[config.mk]
export PLATFORM = sky130hd
export DESIGN_NAME = cst_top
export DESIGN_NICKNAME = d
export VERILOG_FILES = /design/src/include/cst_pkg.sv /design/src/include/cst_if.sv /design/src/hw/cst_route.sv /design/src/hw/cst_top.sv
export VERILOG_INCLUDE_DIRS = /design/src /design/src/include
export SDC_FILE = /design/constraint.sdc
export NUM_CORES = 1
export LEC_CHECK = 0
export CORE_AREA = 2 2 113 115
export DETAILED_ROUTE_END_ITERATION = 8
export DIE_AREA = 0 0 115 117
export DONT_BUFFER_PORTS = 1
export GPL_TIMING_DRIVEN = 1
export HOLD_SLACK_MARGIN = 0.03
export PLACE_DENSITY = 0.43
export SYNTH_ARGS = -nofsm -noshare
export SYNTH_HDL_FRONTEND = slang
export SYNTH_SLANG_ARGS = --single-unit
[constraint.sdc]
create_clock -name clk_in -period 4 [get_ports clk_in]
set_input_delay 0.8 -clock clk_in [delete_from_list [all_inputs] [get_ports clk_in]]
set_output_delay 0.8 -clock clk_in [all_outputs]
set_load 0.02 [all_outputs]
[src/include/cst_defines.svh]
`ifndef CST_DEFINES_SVH
`define CST_DEFINES_SVH

// Bus geometry
`define CST_ADDR_W      5
`define CST_DATA_W      32
`define CST_BE_W        4

// Register byte offsets
`define CST_OFF_CTRL0   5'h00
`define CST_OFF_CTRL1   5'h04
`define CST_OFF_TROUTE  5'h08
`define CST_OFF_T1CNT   5'h0C

// sense_control_0 field positions
`define CST_B_ENABLE    7
`define CST_B_REFMODE   6
`define CST_B_RNG_HI    3
`define CST_B_RNG_LO    2
`define CST_B_STATUS    1
`define CST_B_T0XSEL    0

// timer_route field positions
`define CST_B_T0CS      0
`define CST_B_T1CS_HI   2
`define CST_B_T1CS_LO   1
`define CST_B_T1ON      3
`define CST_B_T1GE      4

// Encodings, widths and reset values
`define CST_T1CS_OSC    2'h3
`define CST_RANGE_NONE  2'h0
`define CST_CH_W        3
`define CST_CH_N        8
`define CST_T1_W        16
`define CST_WORD_RST    32'h0000_0000

`endif

[src/include/cst_pkg.sv]
`include "cst_defines.svh"

package cst_pkg;

  typedef enum logic [0:0] {
    CST_BUS_IDLE = 1'h0,
    CST_BUS_ACK  = 1'h1
  } cst_bus_e;

  typedef struct packed {
    logic       enable;
    logic       ref_mode;
    logic [1:0] range;
    logic       t0_ext_sel;
  } cst_ctrl0_s;

  typedef struct packed {
    logic       t1_ge;
    logic       t1_on;
    logic [1:0] t1_cs;
    logic       t0_cs;
  } cst_troute_s;

  typedef logic [`CST_DATA_W-1:0] cst_word_t;

  // Byte-lane merge of write data into an old word
  function automatic cst_word_t cst_merge(input cst_word_t old_w,
                                          input cst_word_t wd,
                                          input logic [`CST_BE_W-1:0] be);
    cst_word_t r;
    r = old_w;
    for (int i = 0; i < `CST_BE_W; i++)
    begin
      if (be[i])
      begin
        r[i*8 +: 8] = wd[i*8 +: 8];
      end
    end
    return r;
  endfunction

endpackage

[src/include/cst_if.sv]
`timescale 1ns/1ps
`default_nettype none
`include "cst_defines.svh"

interface cst_if;
  import cst_pkg::*;

  cst_ctrl0_s             ctrl;
  logic [`CST_CH_W-1:0]   channel;
  logic                   t0_cs;
  logic [1:0]             t1_cs;
  logic                   sleep;
  logic                   osc_rise;
  logic                   osc_en;
  logic                   src_en;
  logic [`CST_CH_N-1:0]   chan_onehot;
  logic                   t0_tick;
  logic                   t1_osc_sel;

  modport cfg (
    output ctrl, channel, t0_cs, t1_cs, sleep, osc_rise,
    input  osc_en, src_en, chan_onehot, t0_tick, t1_osc_sel
  );

  modport route (
    input  ctrl, channel, t0_cs, t1_cs, sleep, osc_rise,
    output osc_en, src_en, chan_onehot, t0_tick, t1_osc_sel
  );
endinterface

`default_nettype wire

[src/hw/cst_route.sv]
`timescale 1ns/1ps
`default_nettype none
`include "cst_defines.svh"

module cst_route
  import cst_pkg::*;
(
  input  wire logic clk_in,
  input  wire logic srst_in,
  input  wire logic ce_in,
  cst_if.route      rt
);

  typedef struct packed {
    logic                 osc_en;
    logic                 src_en;
    logic [`CST_CH_N-1:0] onehot;
    logic                 t0_tick;
  } cst_route_state_s;

  cst_route_state_s q, d;

  always_comb
  begin
    d = q;
    // Fixed mode with no range stops the oscillator; sleep does not
    d.osc_en = rt.ctrl.enable &&
               (rt.ctrl.ref_mode || rt.ctrl.range != `CST_RANGE_NONE);
    // Variable mode with no range: noise detect, pin source off
    d.src_en = d.osc_en && rt.ctrl.range != `CST_RANGE_NONE;
    d.onehot = rt.ctrl.enable ? (`CST_CH_N'(1) << rt.channel)
                              : `CST_CH_N'(0);
    d.t0_tick = rt.osc_rise && rt.ctrl.enable && rt.ctrl.t0_ext_sel &&
                !rt.t0_cs && !rt.sleep;
  end

  always_ff @(posedge clk_in)
  begin
    if (srst_in)
    begin
      q <= '0;
    end
    else if (ce_in)
    begin
      q <= d;
    end
  end

  assign rt.osc_en      = q.osc_en;
  assign rt.src_en      = q.src_en;
  assign rt.chan_onehot = q.onehot;
  assign rt.t0_tick     = q.t0_tick;
  assign rt.t1_osc_sel  = rt.t1_cs == `CST_T1CS_OSC;
endmodule

`default_nettype wire

[src/hw/cst_top.sv]
`timescale 1ns/1ps
`default_nettype none

`include "cst_defines.svh"

module cst_top
  import cst_pkg::*;
#(
  parameter int T1_W = `CST_T1_W
)
(
  input  wire logic                   clk_in,
  input  wire logic                   srst_in,
  input  wire logic                   ce_in,
  input  wire logic [`CST_ADDR_W-1:0] avs_address_in,
  input  wire logic                   avs_read_in,
  input  wire logic                   avs_write_in,
  input  wire logic [`CST_DATA_W-1:0] avs_writedata_in,
  input  wire logic [`CST_BE_W-1:0]   avs_byteenable_in,
  output logic      [`CST_DATA_W-1:0] avs_readdata_out,
  output logic                        avs_waitrequest_out,
  input  wire logic                   osc_in,
  input  wire logic                   gate_in,
  input  wire logic                   sleep_in,
  output logic                        osc_enable_out,
  output logic                        source_current_en_out,
  output logic                        ref_mode_out,
  output logic      [1:0]             current_range_out,
  output logic      [`CST_CH_N-1:0]   channel_connect_out,
  output logic                        timer0_tick_out,
  output logic      [T1_W-1:0]        timer1_count_out
);

  typedef struct packed {
    cst_bus_e             bus;
    cst_word_t            rdata;
    cst_ctrl0_s           ctrl;
    logic [`CST_CH_W-1:0] channel;
    cst_troute_s          troute;
    logic                 osc;
    logic [T1_W-1:0]      t1_cnt;
  } cst_top_state_s;

  cst_top_state_s q, d;

  logic      req;
  logic      osc_rise;
  logic      t1_tick;
  cst_word_t ctrl0_word;
  cst_word_t troute_word;

  cst_if u_if ();

  // Bus request, oscillator rising edge and timer1 count enable
  always_comb
  begin
    req      = avs_read_in || avs_write_in;
    osc_rise = osc_in && !q.osc;
    t1_tick  = osc_rise && q.ctrl.enable && u_if.t1_osc_sel &&
               q.troute.t1_on && (!q.troute.t1_ge || gate_in);
  end

  // Register images as software sees them
  always_comb
  begin
    ctrl0_word                 = `CST_WORD_RST;
    ctrl0_word[`CST_B_ENABLE]  = q.ctrl.enable;
    ctrl0_word[`CST_B_REFMODE] = q.ctrl.ref_mode;
    ctrl0_word[`CST_B_RNG_HI:`CST_B_RNG_LO] = q.ctrl.range;
    ctrl0_word[`CST_B_STATUS]  = q.osc;
    ctrl0_word[`CST_B_T0XSEL]  = q.ctrl.t0_ext_sel;
    troute_word                = `CST_WORD_RST;
    troute_word[`CST_B_T0CS]   = q.troute.t0_cs;
    troute_word[`CST_B_T1CS_HI:`CST_B_T1CS_LO] = q.troute.t1_cs;
    troute_word[`CST_B_T1ON]   = q.troute.t1_on;
    troute_word[`CST_B_T1GE]   = q.troute.t1_ge;
  end

  // Bus slave and timer1 counter
  always_comb
  begin
    cst_word_t nw;
    nw = `CST_WORD_RST;
    d = q;
    d.osc = osc_in;
    if (t1_tick)
    begin
      d.t1_cnt = q.t1_cnt + T1_W'(1);
    end
    case (q.bus)
      CST_BUS_IDLE:
      begin
        if (req)
        begin
          d.bus = CST_BUS_ACK;
          case (avs_address_in)
            `CST_OFF_CTRL0:  d.rdata = ctrl0_word;
            `CST_OFF_CTRL1:  d.rdata = cst_word_t'(q.channel);
            `CST_OFF_TROUTE: d.rdata = troute_word;
            `CST_OFF_T1CNT:  d.rdata = cst_word_t'(q.t1_cnt);
            default:         d.rdata = `CST_WORD_RST;
          endcase
        end
      end
      CST_BUS_ACK:
      begin
        d.bus = CST_BUS_IDLE;
        if (avs_write_in)
        begin
          case (avs_address_in)
            `CST_OFF_CTRL0:
            begin
              // Status position is not stored, so writes to it vanish
              nw = cst_merge(ctrl0_word, avs_writedata_in, avs_byteenable_in);
              d.ctrl.enable     = nw[`CST_B_ENABLE];
              d.ctrl.ref_mode   = nw[`CST_B_REFMODE];
              d.ctrl.range      = nw[`CST_B_RNG_HI:`CST_B_RNG_LO];
              d.ctrl.t0_ext_sel = nw[`CST_B_T0XSEL];
            end
            `CST_OFF_CTRL1:
            begin
              nw = cst_merge(cst_word_t'(q.channel), avs_writedata_in,
                             avs_byteenable_in);
              d.channel = nw[`CST_CH_W-1:0];
            end
            `CST_OFF_TROUTE:
            begin
              nw = cst_merge(troute_word, avs_writedata_in, avs_byteenable_in);
              d.troute.t0_cs = nw[`CST_B_T0CS];
              d.troute.t1_cs = nw[`CST_B_T1CS_HI:`CST_B_T1CS_LO];
              d.troute.t1_on = nw[`CST_B_T1ON];
              d.troute.t1_ge = nw[`CST_B_T1GE];
            end
            `CST_OFF_T1CNT:
            begin
              // Software load wins over a count in the same cycle
              nw = cst_merge(cst_word_t'(q.t1_cnt), avs_writedata_in,
                             avs_byteenable_in);
              d.t1_cnt = nw[T1_W-1:0];
            end
            default:
            begin
              nw = `CST_WORD_RST;
            end
          endcase
        end
      end
      default:
      begin
        d.bus = CST_BUS_IDLE;
      end
    endcase
  end

  always_ff @(posedge clk_in)
  begin
    if (srst_in)
    begin
      q <= '0;
    end
    else if (ce_in)
    begin
      q <= d;
    end
  end

  // Interface to the routing module
  assign u_if.ctrl     = q.ctrl;
  assign u_if.channel  = q.channel;
  assign u_if.t0_cs    = q.troute.t0_cs;
  assign u_if.t1_cs    = q.troute.t1_cs;
  assign u_if.sleep    = sleep_in;
  assign u_if.osc_rise = osc_rise;

  cst_route u_route (
    .clk_in  (clk_in),
    .srst_in (srst_in),
    .ce_in   (ce_in),
    .rt      (u_if.route)
  );

  // One wait cycle, released on the edge that completes the access
  assign avs_waitrequest_out   = req && !(q.bus == CST_BUS_ACK && ce_in);
  assign avs_readdata_out      = q.rdata;
  assign osc_enable_out        = u_if.osc_en;
  assign source_current_en_out = u_if.src_en;
  assign ref_mode_out          = q.ctrl.ref_mode;
  assign current_range_out     = q.ctrl.range;
  assign channel_connect_out   = u_if.chan_onehot;
  assign timer0_tick_out       = u_if.t0_tick;
  assign timer1_count_out      = q.t1_cnt;
endmodule

`default_nettype wire

# ---- Word-level counts from Yosys, hierarchy flattened
# Index checks and enable logic that the tools add are counted.
dict set report word_totals {
  regBits 74
  wordCells 65
  output_inout_bits 63
  input_bits 49
}
dict set report classes {
  n_reduce_logical 28
  shifts 1
  n_addsub 1
  bitwise 1
  eq_ne 6
  mux 10
}
# op n
set ops {}
lappend ops {{$mux W16} 4}
lappend ops {{$pmux W16 S4} 1}
lappend ops {{$mux W33} 1}
lappend ops {{$mux W8} 3}
lappend ops {{$add A16 B1 Y16 const B} 1}
lappend ops {{$reduce_and A5 Y1} 3}
lappend ops {{$logic_and A1 B1 Y1} 12}
lappend ops {{$eq A5 B4 Y1 const B} 2}
lappend ops {{$ne A4 B4 Y1 const B} 2}
lappend ops {{$shl A1 B3 Y8 const A} 1}
lappend ops {{$eq A5 B3 Y1 const B} 1}
lappend ops {{$logic_not A1 Y1} 5}
lappend ops {{$logic_not A5 Y1} 1}
lappend ops {{$reduce_and A2 Y1} 2}
lappend ops {{$logic_or A1 B1 Y1} 3}
lappend ops {{$reduce_and A3 Y1} 1}
lappend ops {{$eq A2 B2 Y1 const B} 1}
lappend ops {{$pmux W1 S2} 1}
lappend ops {{$reduce_bool A2 Y1} 1}
lappend ops {{$not A1 Y1} 1}

# ---- Longest topological paths before layout
dict set report logic_depth {
  depth_word 10
  depth_mapped 6
  depth_no_buf 5
}

# ---- Hierarchy
# A second synthesis with hierarchy kept.
dict set report unflattened {
  cells_unflattened 364
  area_unflattened_um2 3215.6
}
# module area_per_inst_um2 instances seq_area_each_um2 cells_per_inst
set modules_own_cells {}
lappend modules_own_cells {cst_top 2770.2 1 940.9 318}
lappend modules_own_cells {cst_route 445.4 1 220.2 46}

# ---- Worst setup path after synthesis
# No wires, ideal clock.
dict set report synth_timing {
  path_type {input -> output}
  startpoint {input port ce_in}
  endpoint {output port avs_waitrequest_out}
  setup_slack_ns 1.687
  path_buffers 2
  required_time_ns 3.200
  arrival_time_ns 1.513
  cell_stages 3
  cell_sequence {buf_2 -> clkbuf_1 -> a21oi_1}
}
dict set report synth_via {
  elab_chain_cells 3
}
# element line_no
set synth_lines {}
lappend synth_lines {{from (decl)} cst_top.sv:14} ;# input wire logic ce_in,
lappend synth_lines {{$logic_and A1 B1 Y1} cst_top.sv:183} ;# assign avs_waitrequest_out = req && !(q.bus == CST_BUS_ACK && ce_in);
lappend synth_lines {{$logic_not A1 Y1} cst_top.sv:183}
lappend synth_lines {{$logic_and A1 B1 Y1} cst_top.sv:183}
lappend synth_lines {{to (decl)} cst_top.sv:21} ;# output logic avs_waitrequest_out,
# No other way between the ends.

# ---- Final worst setup path
dict set report layout_timing {
  startpoint {input port ce_in}
  endpoint {register q, in the netlist avs_readdata_out[15]}
}
dict set report layout_via {
  elab_chain_cells 1
}
# element line_no
set layout_lines {}
lappend layout_lines {{$reduce_and A3 Y1 (no line)} --}
lappend layout_lines {{to (signal assigned)} cst_top.sv:159} ;# q <= '0;
lappend layout_lines {{to (signal assigned)} cst_top.sv:163} ;# q <= d;
lappend layout_lines {{to (decl)} cst_top.sv:44} ;# cst_top_state_s q, d;
# No other way between the ends.
# A chain may end at the register's enable or synchronous reset.

==> flow_summary_export.csv <==
group,metric,value,unit
power,power.density_cell_area,410.2,nW/µm²
final_layout,antenna_cells_inserted,0,
global_route,antenna_violations_before_repair,0,
power,swShare,0.2386,
cts,clock_tree.htree_level_count,3,
setup_path,data_arrival_time_of_the_critical_path,2.51,ns
sta,final-setup-viol-count,0,
detailed_routing,detail_route.drc_violations,0,
yosys,seq_area_frac_synth,0.3583,
setup_path,crit_path_start,"ce_in",
detailed_routing,vias,2398,
die,start_util,0.2632,
placement,final_estimated_routing_congestion_in_global_placement,0.7332,
power,p_int,1023,µW
die,pin_count,112,
global_route,grt_max_degree,59,
placement,placement.io_buffers,0,
yosys,syn-instance-count,363,
cts,tritoncts,"built",
sta,layout_worst_path_cycle_share,0.5599,
power,worst_ir_drop_vdd,0.1838,mV
cts,numClockSinks,58,
die,core_box_area,12310,µm²
detailed_routing,post_drt_wl_per_cell,19.10,µm
yosys,synthDominantCellAreaShare,0.3583,
die,die_area,13460,µm²
run,maxCapViolations,0,
yosys,post_synth_instance_area,3241,µm²
min_path,hold_path.class,"register to register",
cts,clkTransAtPathRegs,0.05,ns
power,share_seq_of_total_power,0.433,
detailed_routing,drt_wl_total,9036,µm
min_path,hold_start,"ctrl0_word[0]",
die,placementRows,41,
power,power.combinational.fraction,0.036,
detailed_routing,first_iter_violations,116,
cts,cts_buffer_depth,2,
setup_path,crit_path_end_kind,"register",
cts,cts-root-buf,"sky130_fd_sc_hd__clkbuf_16",
yosys,yosys_synthesis_warning_count,0,
cts,cts_setup_buffers,0,
setup_path,timing.critical_path.from_type,"input pin",
detailed_routing,final_antenna_net_count,0,
cts,hold_buf_count_cts,0,
outcome,outcome,"completed",
final_layout,post_layout_nets,368,
global_route,first_global_vias,2310,
placement,dpl.hpwl,6449,µm
final_layout,layout-area-overhead-vs-synth,1.120,%
sta,grt_setup_unrepaired,"no",
cts,numCtsBuffers,9,
setup_path,regToRegSetupSlack,2.00,ns
die,die_outline_height,117,µm
setup_path,timing_worst_setup_path_type,"input pin to register",
sta,post-route-min-period,2.239,ns
sta,final_ws_setup,1.761,ns
power,leakage,0.001174,µW
power,p_clk_frac,0.531,
yosys,yosys_register_bits,58,
global_route,grt_first_pass_wirelength,13840,µm
final_layout,fillerInstances,1336,
yosys,synth_top_cells_by_area,"sky130_fd_sc_hd__dfxtp_1 36%, sky130_fd_sc_hd__buf_4 12%, sky130_fd_sc_hd__nor2_1 5.4%, sky130_fd_sc_hd__mux2i_1 4.9%, sky130_fd_sc_hd__a22oi_2 3.5%",
setup_path,timing.rr.start,"timer1_count_out[2]",
yosys,ys.flop_type,"sky130_fd_sc_hd__dfxtp_1",
global_route,grt_usage,0.1395,
final_layout,fraction_of_layout_instances_using_a_drive_strength_above_1,0.1269,
sta,fin_setup_tns,0,ns
sta,final-hold-violation-count,0,
yosys,yosys.area.top_type,"sky130_fd_sc_hd__dfxtp_1",
sta,maxSlewHeadroom,0.3930,
global_route,grt_remaining_overflow,0,
detailed_routing,drt-pass1-iter-count,4,
final_layout,mostFrequentLayoutCell,"sky130_fd_sc_hd__dfxtp_1",
final_layout,final_cell_mix,"58 x sky130_fd_sc_hd__dfxtp_1, 47 x sky130_fd_sc_hd__nor2_1, 19 x sky130_fd_sc_hd__nand2_1",
yosys,synth_enable_flop_cells,0,
yosys,synth-async-reset-ratio,0,
yosys,ys_types,60,
power,power_switching,320.7,µW
setup_path,critical_path_required,4.27,ns
sta,timing_max_transition_violations_final,0,
placement,dp_worst_setup_slack,1.395,ns
cts,clock_latency,0.34,ns
sta,slew_at_the_pin_closest_to_its_max_slew_limit,0.9105,ns
yosys,synthesis.area_per_instance,8.927,µm²
die,die_w,115,µm
cts,ctsResizeCount,0,
sta,clock_skews,0.004394,ns
detailed_routing,vias_per_cell,5.070,
power,total_power,1344,µW
sta,max_freq,446.5,MHz
final_layout,final-instance-count-excl-fill,473,
placement,place.detailed.instances,457,
setup_path,crit_fanout,20,
==> stage by stage <==
stage	hold WS (ns)	instance area (µm²)	util
floorplan	0.4550	3297	-
global placement	0.4846	3004	0.2440
detailed placement	0.4905	3004	0.2440
CTS	0.4979	3277	0.2662
global route	0.5195	3277	0.2662
finish	0.4992	3277	0.2662
==> worst paths after layout <==
kind	endpoint	depth (start not counted)
min	u_route.rt.t0_tick	2
max reg2reg	timer1_count_out[11]	5
max	avs_readdata_out[15]	5
min reg2reg	u_route.rt.t0_tick	2
==> flip-flops by register name, summed over array words and instances (netlist names), 2 cells and up <==
| name | cells |
|---|---|
| avs_readdata_out | 16 |
| ctrl0_word | 3 |
| current_range_out | 2 |
| q | 3 |
| timer1_count_out | 16 |
| u_if.channel | 3 |
| u_if.t1_cs | 2 |
| u_route.rt.chan_onehot | 8 |
==> power by group through the flow <==
stage	Combinational (µW)	Clock [µW]	Sequential, µW
after floorplan	67.1	0	594
after global placement	47.5	0	595
after detailed placement	47.8	0	595
after CTS	47.8	726	582
after global routing	52.5	761	582
final	47.9	714	582
==> cells by family (layout without fill, tap and decap cells) <==
group	count (synthesis)	after routing	synth area share
simple gates	114	114	0.1911
compound gates	91	91	0.2155
buf+inv	78	23	0.1564
flops	58	58	0.3583
mux	20	20	0.07374
fa+ha+maj	1	1	0.003860
other cells	1	16	0.001157
==> Yosys cell counts (all sizes together), types with 5 or more instances <==
library cell and number:
buf 59, inv 7, and4 6, nand4 5, o21ai 11, a211oi 7, nand2 21, a22oi 21
a21oi 19, nand3 5, dfxtp 58, and3 12, mux2i 16, nor2 47, clkbuf 12
==> worst max-delay path: stages <==
cell	delay [ns]
sky130_fd_sc_hd__inv_1	0.22
sky130_fd_sc_hd__nor4b_4	0.64
sky130_fd_sc_hd__and2_1	0.64
sky130_fd_sc_hd__a22oi_2	0.08
sky130_fd_sc_hd__nor2_1	0.12
==> layout make-up <==
cell class	instances	area, µm²	area share
clock buffer	11	242.7	0.07407
clock inverter	5	30.03	0.009164
inverter	7	26.28	0.008018
multi-input combinational	242	1629	0.4971
sequential	58	1161	0.3543
tap	150	187.7	0.05727
==> routing by layer <==
metal,GRT usage,vias to the layer above,share of wire
li1,-,1174,-
met1,0.1653,1142,0.42
met2,0.2153,72,0.46
met3,0.06952,10,0.10
met4,0.05783,0,0.018
met5,0,-,0
Power figures use the tool's default switching activity.
